--- src/pin_select_defines.svh ---
// register offsets, field positions, reset values and widths of the pin-select block
`ifndef PIN_SELECT_DEFINES_SVH
`define PIN_SELECT_DEFINES_SVH

`define PSEL_OFFS_EXT_EXTERNAL_INTERRUPT_TWO    4'h0
`define PSEL_OFFS_OUT_45      4'h4
`define PSEL_OFFS_OUT_67      4'h8
`define PSEL_OFFS_STATUS      4'hC

`define PSEL_CODE_W           5
`define PSEL_LO_FIELD_LSB     0
`define PSEL_HI_FIELD_LSB     8
`define PSEL_INPUT_GROUND     5'h1F

`define PSEL_RESET_INPUT      5'h1F
`define PSEL_RESET_OUTPUT     5'h00
`define PSEL_PORT_LOGIC_CODE  5'h00

`endif

--- src/pin_select_pkg.sv ---
// types shared by the pin-select block
package pin_select_pkg;

  typedef logic [4:0] sel_code_t;

  // bus request as it travels from the slave port into the register file
  typedef struct packed {
    logic        cyc;
    logic        stb;
    logic        we;
    logic [3:0]  sel;
    logic [3:0]  adr;
    logic [31:0] dat;
  } bus_req_t;

  // one output-select register: two 5-bit pin fields
  typedef struct packed {
    sel_code_t hiPin;
    sel_code_t loPin;
  } out_pair_t;

endpackage : pin_select_pkg

--- src/output_pin_mux.sv ---
// one remappable output pin: peripheral function selected by a 5-bit code
`timescale 1ns/100ps
`default_nettype none
`include "pin_select_defines.svh"

module output_pin_mux #(
  parameter int NUM_FUNCS = 32
) (
  input  wire logic                           clk,
  input  wire logic                           nrst,
  input  wire pin_select_pkg::sel_code_t      code,
  input  wire logic [NUM_FUNCS-1:0]           periphOut,
  input  wire logic                           portLatch,
  output logic                                pinOut
);

  // refuse function counts that a 5-bit code cannot index
  if (NUM_FUNCS < 2 || NUM_FUNCS > 32) begin : g_bad_funcs
    $error("NUM_FUNCS must lie in 2..32");
  end

  logic next_pinOut;

  // code zero keeps the ordinary port latch, others below NUM_FUNCS pick a peripheral output
  always_comb begin
    if (code == `PSEL_PORT_LOGIC_CODE) begin
      next_pinOut = portLatch;
    end else if (32'(code) < NUM_FUNCS) begin
      next_pinOut = periphOut[code];
    end else begin
      next_pinOut = 1'b0; // code with no function drives low
    end
  end

  // registered pin driver
  always_ff @(posedge clk or negedge nrst) begin
    if (!nrst) begin
      pinOut <= 1'b0;
    end else begin
      pinOut <= next_pinOut;
    end
  end

endmodule : output_pin_mux
`default_nettype wire

--- src/remappable_pin_select.sv ---
// peripheral pin-select top: input route for external interrupt two, outputs for pins 4 to 7
//
// Register access over Wishbone and the placing of the registers were left to the implementer.
`timescale 1ns/100ps
`default_nettype none
`include "pin_select_defines.svh"

module remappable_pin_select #(
  parameter int NUM_PINS   = 26,
  parameter int NUM_FUNCS  = 32,
  parameter bit SMALL_PART = 1'b0
) (
  input  wire logic                  clk,
  input  wire logic                  nrst,
  input  wire logic                  wb_cyc_i,
  input  wire logic                  wb_stb_i,
  input  wire logic                  wb_we_i,
  input  wire logic [3:0]            wb_adr_i,
  input  wire logic [3:0]            wb_sel_i,
  input  wire logic [31:0]           wb_dat_i,
  output logic [31:0]                wb_dat_o,
  output logic                       wb_ack_o,
  output logic                       wb_err_o,
  input  wire logic [NUM_PINS-1:0]   remappable_pin,
  input  wire logic [NUM_FUNCS-1:0]  periphOut,
  input  wire logic [3:0]            portLatch,
  output logic [3:0]                 pinOut,
  output logic                       external_interrupt_two
);

  // refuse sizes the route and mux logic cannot index; code 1F must stay free for ground
  if (NUM_PINS < 1 || NUM_PINS > 31) begin : g_bad_pins
    $error("NUM_PINS must lie in 1..31");
  end
  if (NUM_FUNCS < 2 || NUM_FUNCS > 32) begin : g_bad_funcs
    $error("NUM_FUNCS must lie in 2..32");
  end

  pin_select_pkg::bus_req_t  req;
  pin_select_pkg::sel_code_t ext_irq2_input_route;
  pin_select_pkg::out_pair_t remap_pins_4_5_output_select;
  pin_select_pkg::out_pair_t remap_pins_6_7_output_select;
  pin_select_pkg::sel_code_t next_route;
  pin_select_pkg::out_pair_t next_out45;
  pin_select_pkg::out_pair_t next_out67;
  logic [31:0]               next_dat;
  logic                      next_ack;
  logic                      next_err;
  logic                      next_irq;
  logic                      hit;
  logic                      doWrite;

  // field write: byte lane 0 or 1 carries the field, reserved bits dropped
  function automatic pin_select_pkg::sel_code_t write_field(
    input pin_select_pkg::sel_code_t old,
    input logic [7:0]                 lane,
    input logic                       en
  );
    write_field = en ? lane[4:0] : old;
  endfunction : write_field

  // readback places the two fields, all other bits zero
  function automatic logic [31:0] pack_pair(input pin_select_pkg::out_pair_t p);
    pack_pair = {19'h00000, p.hiPin, 3'h0, p.loPin};
  endfunction : pack_pair

  assign req = '{cyc: wb_cyc_i, stb: wb_stb_i, we: wb_we_i, sel: wb_sel_i, adr: wb_adr_i, dat: wb_dat_i};

  // address decode; unmapped or misaligned answers with err
  always_comb begin
    unique case (req.adr)
      `PSEL_OFFS_EXT_EXTERNAL_INTERRUPT_TWO, `PSEL_OFFS_OUT_45, `PSEL_OFFS_OUT_67, `PSEL_OFFS_STATUS: hit = 1'b1;
      default: hit = 1'b0;
    endcase
  end

  // one-cycle answer, never two back to back
  assign doWrite = req.cyc && req.stb && !wb_ack_o && !wb_err_o && req.we && hit;

  // register file next state
  always_comb begin
    next_route = ext_irq2_input_route;
    next_out45 = remap_pins_4_5_output_select;
    next_out67 = remap_pins_6_7_output_select;
    if (doWrite) begin
      unique case (req.adr)
        `PSEL_OFFS_EXT_EXTERNAL_INTERRUPT_TWO: begin
          next_route = write_field(ext_irq2_input_route, req.dat[7:0], req.sel[0]);
        end
        `PSEL_OFFS_OUT_45: begin
          next_out45.loPin = write_field(remap_pins_4_5_output_select.loPin, req.dat[7:0], req.sel[0]);
          if (!SMALL_PART) begin
            next_out45.hiPin = write_field(remap_pins_4_5_output_select.hiPin, req.dat[15:8], req.sel[1]);
          end
        end
        `PSEL_OFFS_OUT_67: begin
          next_out67.hiPin = write_field(remap_pins_6_7_output_select.hiPin, req.dat[15:8], req.sel[1]);
          if (!SMALL_PART) begin
            next_out67.loPin = write_field(remap_pins_6_7_output_select.loPin, req.dat[7:0], req.sel[0]);
          end
        end
        default: begin
        end
      endcase
    end
  end

  // bus answer and read data
  always_comb begin
    next_ack = 1'b0;
    next_err = 1'b0;
    next_dat = 32'h00000000;
    if (req.cyc && req.stb && !wb_ack_o && !wb_err_o) begin
      next_ack = hit;
      next_err = !hit;
      if (!req.we) begin
        unique case (req.adr)
          `PSEL_OFFS_EXT_EXTERNAL_INTERRUPT_TWO: next_dat = {27'h0000000, ext_irq2_input_route};
          `PSEL_OFFS_OUT_45:   next_dat = pack_pair(remap_pins_4_5_output_select);
          `PSEL_OFFS_OUT_67:   next_dat = pack_pair(remap_pins_6_7_output_select);
          `PSEL_OFFS_STATUS:   next_dat = {27'h0000000, external_interrupt_two, pinOut};
          default:             next_dat = 32'h00000000;
        endcase
      end
    end
  end

  // input route: pin n, grounded, or reserved code reading as ground
  always_comb begin
    if (ext_irq2_input_route == `PSEL_INPUT_GROUND) begin
      next_irq = 1'b0;
    end else if (32'(ext_irq2_input_route) < NUM_PINS) begin
      next_irq = remappable_pin[ext_irq2_input_route];
    end else begin
      next_irq = 1'b0;
    end
  end

  // registers of the bus slave, config and interrupt route
  always_ff @(posedge clk or negedge nrst) begin
    if (!nrst) begin
      ext_irq2_input_route         <= `PSEL_RESET_INPUT;
      remap_pins_4_5_output_select <= {`PSEL_RESET_OUTPUT, `PSEL_RESET_OUTPUT};
      remap_pins_6_7_output_select <= {`PSEL_RESET_OUTPUT, `PSEL_RESET_OUTPUT};
      wb_ack_o                     <= 1'b0;
      wb_err_o                     <= 1'b0;
      wb_dat_o                     <= 32'h00000000;
      external_interrupt_two       <= 1'b0;
    end else begin
      ext_irq2_input_route         <= next_route;
      remap_pins_4_5_output_select <= next_out45;
      remap_pins_6_7_output_select <= next_out67;
      wb_ack_o                     <= next_ack;
      wb_err_o                     <= next_err;
      wb_dat_o                     <= next_dat;
      external_interrupt_two       <= next_irq;
    end
  end

  // pin 4 follows the low field of the pins 4-5 register
  output_pin_mux #(
    .NUM_FUNCS(NUM_FUNCS)
  ) u_pin4 (
    .clk       (clk),
    .nrst      (nrst),
    .code      (remap_pins_4_5_output_select.loPin),
    .periphOut (periphOut),
    .portLatch (portLatch[0]),
    .pinOut    (pinOut[0])
  );

  // pin 5: field held at zero on the small part, so the pin stays on its port latch
  output_pin_mux #(
    .NUM_FUNCS(NUM_FUNCS)
  ) u_pin5 (
    .clk       (clk),
    .nrst      (nrst),
    .code      (remap_pins_4_5_output_select.hiPin),
    .periphOut (periphOut),
    .portLatch (portLatch[1]),
    .pinOut    (pinOut[1])
  );

  // pin 6: field held at zero on the small part, so the pin stays on its port latch
  output_pin_mux #(
    .NUM_FUNCS(NUM_FUNCS)
  ) u_pin6 (
    .clk       (clk),
    .nrst      (nrst),
    .code      (remap_pins_6_7_output_select.loPin),
    .periphOut (periphOut),
    .portLatch (portLatch[2]),
    .pinOut    (pinOut[2])
  );

  // pin 7 follows the high field of the pins 6-7 register
  output_pin_mux #(
    .NUM_FUNCS(NUM_FUNCS)
  ) u_pin7 (
    .clk       (clk),
    .nrst      (nrst),
    .code      (remap_pins_6_7_output_select.hiPin),
    .periphOut (periphOut),
    .portLatch (portLatch[3]),
    .pinOut    (pinOut[3])
  );
endmodule : remappable_pin_select
`default_nettype wire

--- config.mk ---
export PLATFORM = sky130hd
export DESIGN_NAME = remappable_pin_select
export DESIGN_NICKNAME = d
export VERILOG_FILES = /design/src/pin_select_pkg.sv /design/src/output_pin_mux.sv /design/src/remappable_pin_select.sv
export VERILOG_INCLUDE_DIRS = /design/src
export SDC_FILE = /design/constraint.sdc
export NUM_CORES = 1
export LEC_CHECK = 0
export BUFFER_PORTS_ARGS = -buffer_cell sky130_fd_sc_hd__buf_2
export CORE_UTILIZATION = 52
export CTS_CLUSTER_DIAMETER = 100
export CTS_CLUSTER_SIZE = 25
export DETAILED_ROUTE_END_ITERATION = 8
export GPL_TIMING_DRIVEN = 0
export MAX_ROUTING_LAYER = met4
export PLACE_DENSITY = 0.84
export SLEW_MARGIN = 5
export SYNTH_ARGS = -nofsm -noshare
export SYNTH_HDL_FRONTEND = slang
export SYNTH_SLANG_ARGS = --single-unit
--- constraint.sdc ---
create_clock -name clk -period 5.3 [get_ports clk]
set_input_delay 0.53 -clock clk [delete_from_list [all_inputs] [get_ports clk]]
set_output_delay 0.53 -clock clk [all_outputs]
set_load 0.01 [all_outputs]
# == Word level (Yosys, flattened, before mapping) ==
# Cells that the tools add are included.
# word_totals
regBits,64
latchBits,0
ramBits,0
romBits,0
out_inout_bits,39
elab_cells,64
n_memories,0
# op_classes
n_addsub,0
n_mul,0
div,0
order_cmp,6
n_eq_ne,4
shifts,0
muxes,22
n_bitwise,0
reduce_logical,19
# ops
operator,n
one-hot mux 13 bit (4 select lines),1
< comparator 5 x 6 -> 1 bit (second input constant),5
2-to-1 mux 13 bit,2
binary-select mux 1 bit (select 5 bit),5
zero test 5 bit,4
AND reduction 3 bit,5
2-to-1 mux 1 bit,14
equality test 4 bit (second input constant),2
equality test 5 bit (second input constant),1
logical AND 1 bit,5
< comparator 5 bit (second input constant),1
equality test 4 x 3 -> 1 bit (second input constant),1
zero test 4 bit,1
OR reduction 4 bit,1
zero test 1 bit,3

# == Logic depth before layout (Yosys ltp) ==
# depth
ltp_word,6
depth_mapped,6
ltp_nobuf,4

# == By module ==
# A second synthesis with hierarchy kept.
# unflattened
cells_unflattened,297
hier_area_um2,3280.6
# by_module_without_submodules
module,n_inst,cells_per_inst,area_per_inst_um2,seq_area_each_um2
remappable_pin_select,1,145,1964.4,957.2
output_pin_mux,4,38,329.1,25.0

# == Least setup slack after synthesis ==
# No wires, ideal clock.
# synth_timing
path_kind,register to register
start,register ext_irq2_input_route[0]
end,register external_interrupt_two
t_arrival_ns,1.707
setup_slack_ns,3.463
path_stages_with_launch,6
path_buffers,1
period_less_slack_ns,1.837
cell_sequence,dfstp_2 buf_2 mux4_2 nor4bb_1 a311oi_1 nand3_1
# synth_between
elab_chain_len,4
# synth_lines
element,line,rtl
"start, declared",remappable_pin_select.sv:40,pin_select_pkg::sel_code_t ext_irq2_input_route;
"start signal, assigned",remappable_pin_select.sv:142,ext_irq2_input_route <= `PSEL_RESET_INPUT;
"start signal, assigned",remappable_pin_select.sv:150,ext_irq2_input_route <= next_route;
binary-select mux 1 bit (select 5 bit),remappable_pin_select.sv:133,next_irq = remappable_pin[ext_irq2_input_route];
2-to-1 mux 1 bit (implied by the code),remappable_pin_select.sv:133,
2-to-1 mux 1 bit,remappable_pin_select.sv:132,end else if (32'(ext_irq2_input_route) < NUM_PINS) begin
2-to-1 mux 1 bit *,remappable_pin_select.sv:130,if (ext_irq2_input_route == `PSEL_INPUT_GROUND) begin
net next_irq,remappable_pin_select.sv:49,logic next_irq;
"end signal, assigned",remappable_pin_select.sv:156,external_interrupt_two <= next_irq;
"end, declared",remappable_pin_select.sv:28,output logic external_interrupt_two
# Mark *: on every way through the listed nets, which the timed path passes. The rest lies on a longest branch. The select of a mux whose other input is x is not followed.
# A chain may end at the register's enable or synchronous reset.

# == Worst setup path in the final report ==
# Same ends and word-level chain as after synthesis.

==> results.tsv <==
stage	metric	value	unit
yosys	yosys-top-cells-count	dfrtp_1, mux4_2, buf_4	
grt	top_usage_layer	met2	
critical_path	crit_start	ext_irq2_input_route[0]$_DFFE_PN1P_	
power	clock_power_share	0.279	
grt	antenna_found_initial	0	
critical_path	reg2regPathDepth	5	
critical_path	start_kind	flip-flop	
power	p_int	0.000642	W
critical_path	crit_required	5480	ps
yosys	synth_top_area_frac	0.283	
place	portBuffers	96	
clock_tree	cts_buffer_depth	2	
power	power_density	224	nW/µm²
die	die_x	81.3	µm
power	switchingPower	0.000262	W
clock_tree	post_cts_resized	0	
yosys	synth_area_leaders	dfrtp_1, mux4_2, mux2_2	
timing	skew	3.62	ps
timing	finalSetupViolations	0	
grt	grt_pass1_wl	12700	µm
die	pin_count	146	
hold_path	hp-class	in2async	
timing	slew_headroom	0.393	
critical_path	r2r_start	ext_irq2_input_route[0]$_DFFE_PN1P_	
critical_path	arrival	2190	ps
critical_path	worstSetupPathType	reg2reg	
grt	grt.overflow.total	0	
power	comb_power_share	0.310	
critical_path	rrSetupSlack	3280	ps
clock_tree	clock_latency	290	ps
clock_tree	clock_sinks	42	
timing	worstMarginPinSlew	911	ps
flow_run	cap_violations	0	
outcome	status	complete, no violations	
layout	fillers	482	
layout	drive_above_1_share	0.542	
yosys	synthArstFlopShare	1.00	
timing	period_needed	2020	ps
grt	grtUsageMet2	0.464	
timing	slew_viol_final	0	
critical_path	cp_max_fo	10	
clock_tree	cts_buffers	5	
yosys	synth-edff-count	0	
place	gp_congestion	0.932	
yosys	synth.distinct_cells	44	
power	ir_worst_vdd	0.000122	V
detailed_routing	antenna_left	0	
critical_path	endpoint_kind	flip-flop	
timing	hold_viol	0	
clock_tree	root_buffer	clkbuf_8	
detailed_routing	routed_via_density	5.71	
yosys	syn_area_per_cell	12.2	µm²
grt	grt_use_met1	0.333	
layout	syn_to_final_growth	23.3	%
detailed_routing	wl_per_cell	17.4	µm
timing	period_share	0.381	
detailed_routing	first_pass_iters	4	
detailed_routing	routed_wl	8160	µm
layout	nNetsFinal	499	
grt	globalRouteMet3Util	0.0360	
clock_tree	cts_tree	built	
clock_tree	postCtsSetupBuffers	0	
die	die_area	6610	µm²
yosys	synth_area	3270	µm²
die	num_rows	28	
yosys	yosysMostFrequentCell	dfrtp_1	
detailed_routing	drc_errors	0	
clock_tree	clkTransAtPathRegs	80	ps
clock_tree	cts_hold_buf	0	
power	p_leak	1.81	nW
grt	grt_usage	0.269	
critical_path	r2r-end	external_interrupt_two$_DFF_PN0_	
grt	grt_start_max_net_pins	43	
layout	fin_area	4030	µm²
die	core	5990	µm²
yosys	yosysWarnings	0	
place	hpwl	6430	µm
yosys	ys_seq_area_frac	0.323	
die	dieHeight	81.3	µm
clock_tree	ctsHtreeMaxLevel	2	
timing	fmax	0.496	GHz
power	pwr-share-seq	0.410	
die	start_util	0.546	
timing	rsz0062_at_grt	no	
layout	diodes	0	
place	dpl_cell_area	3930	µm²
yosys	synth_area_leader_cell	dfrtp_1	
grt	grt_pass1_vias	2630	
power	swShare	0.290	
yosys	ys_ff_latch	42	
yosys	syn-instance-count	268	
layout	multi_input_area	1990	µm²
layout	seq_area	1060	µm²
detailed_routing	drt_first_iter_violations	183	
yosys	synth_ff_type	dfrtp_1	
timing	tns	0	ps
detailed_routing	num_vias	2672	
==> sequential cells by signal, indices dropped and copies added, names as in the netlist, 5 cells and up <==
signal and cells:
remap_pins_4_5_output_select 10, wb_dat_o 10, ext_irq2_input_route 5, remap_pins_6_7_output_select 10
==> metal layers <==
metal  share of wire  routed length, µm  vias up
li1                -                  -     1237
met1            0.41               3330     1285
met2            0.51               4140      140
met3           0.072                586       10
met4           0.011                 93        0
met5               0                  0        -
==> how the worst max path moves through the flow <==
| stage | to | cells past startpoint |
|---|---|---|
| floorplan | external_interrupt_two$_DFF_PN0_ | 5 |
| global placement | remap_pins_6_7_output_select[8]$_DFFE_PN0P_ | 4 |
| detailed placement | remap_pins_6_7_output_select[5]$_DFFE_PN0P_ | 4 |
| CTS | external_interrupt_two$_DFF_PN0_ | 5 |
| global route | external_interrupt_two$_DFF_PN0_ | 5 |
| finish | external_interrupt_two$_DFF_PN0_ | 5 |
==> worst max-delay path: stages, from the launching register on <==
cell and delay (ps):
dfstp_2 520, buf_2 270, mux4_2 540, nor4bb_1 150
a311oi_1 300, nand3_1 110
==> cells in the final DEF, fill, tap and decap left out, types with 2 or more instances in the layout <==
cell,netlist,final
nand2b_1,6,6
mux2i_1,15,15
a32o_1,2,2
dfstp_2,5,5
nand2_1,7,7
buf_4,27,27
nor3_2,2,2
a211oi_1,3,3
nand3_1,7,7
mux2_4,5,5
inv_1,5,5
buf_2,7,103
conb_1,1,22
nor2_1,14,14
a211o_1,2,2
o2bb2ai_1,2,2
nor3_1,3,3
o211ai_1,2,2
buf_1,4,4
mux4_2,36,36
nor3b_1,3,3
clkbuf_1,6,6
a21oi_1,5,5
o21ai_0,2,2
and3_1,2,2
nand3b_1,3,3
clkinv_2,0,2
a22oi_1,5,5
nor4b_1,2,2
o32ai_1,3,3
dfrtp_1,37,37
a311oi_1,2,2
clkbuf_8,0,5
mux2_2,23,23
nor2b_1,9,9
==> cell type report <==
cell class,instances,share of cell area
Buffer,45,0.0710
Sequential cell,42,0.262
Timing Repair Buffer,96,0.119
Inverter,5,0.00465
Tap cell,75,0.0233
Clock inverter,3,0.00993
Clock buffer,5,0.0171
Multi-Input combinational cell,197,0.493
==> kinds of logic after synthesis <==
group / count (synthesis) / share of synthesized area
AOI/OAI and AO/OA: 32 / 0.0734
and+or+nand+nor: 64 / 0.113
muxes: 79 / 0.396
DFF: 42 / 0.323
buffers and inverters: 50 / 0.0933
other: 1 / 0.00115
==> per-stage QoR <==
step	hold slack [ps]	worst slack, ps	utilization	std cells	power, W
global placement	555	3230	0.655	460	0.000648
global route	449	3180	0.673	468	0.000944
finish	359	3280	0.673	468	0.000904
floorplan	234	3460	-	289	0.000561
detailed placement	573	3160	0.655	460	0.000656
CTS	408	3290	0.673	468	0.000906
==> power by group through the flow <==
stage | Sequential [W] | Combinational, W | Clock, W
final | 0.000371 | 0.000281 | 0.000253
after global routing | 0.000374 | 0.000305 | 0.000265
after CTS | 0.000371 | 0.000281 | 0.000254
after detailed placement | 0.000377 | 0.000279 | 0
after global placement | 0.000375 | 0.000273 | 0
after floorplan | 0.000370 | 0.000191 | 0
(Power assumes the default switching activity.)
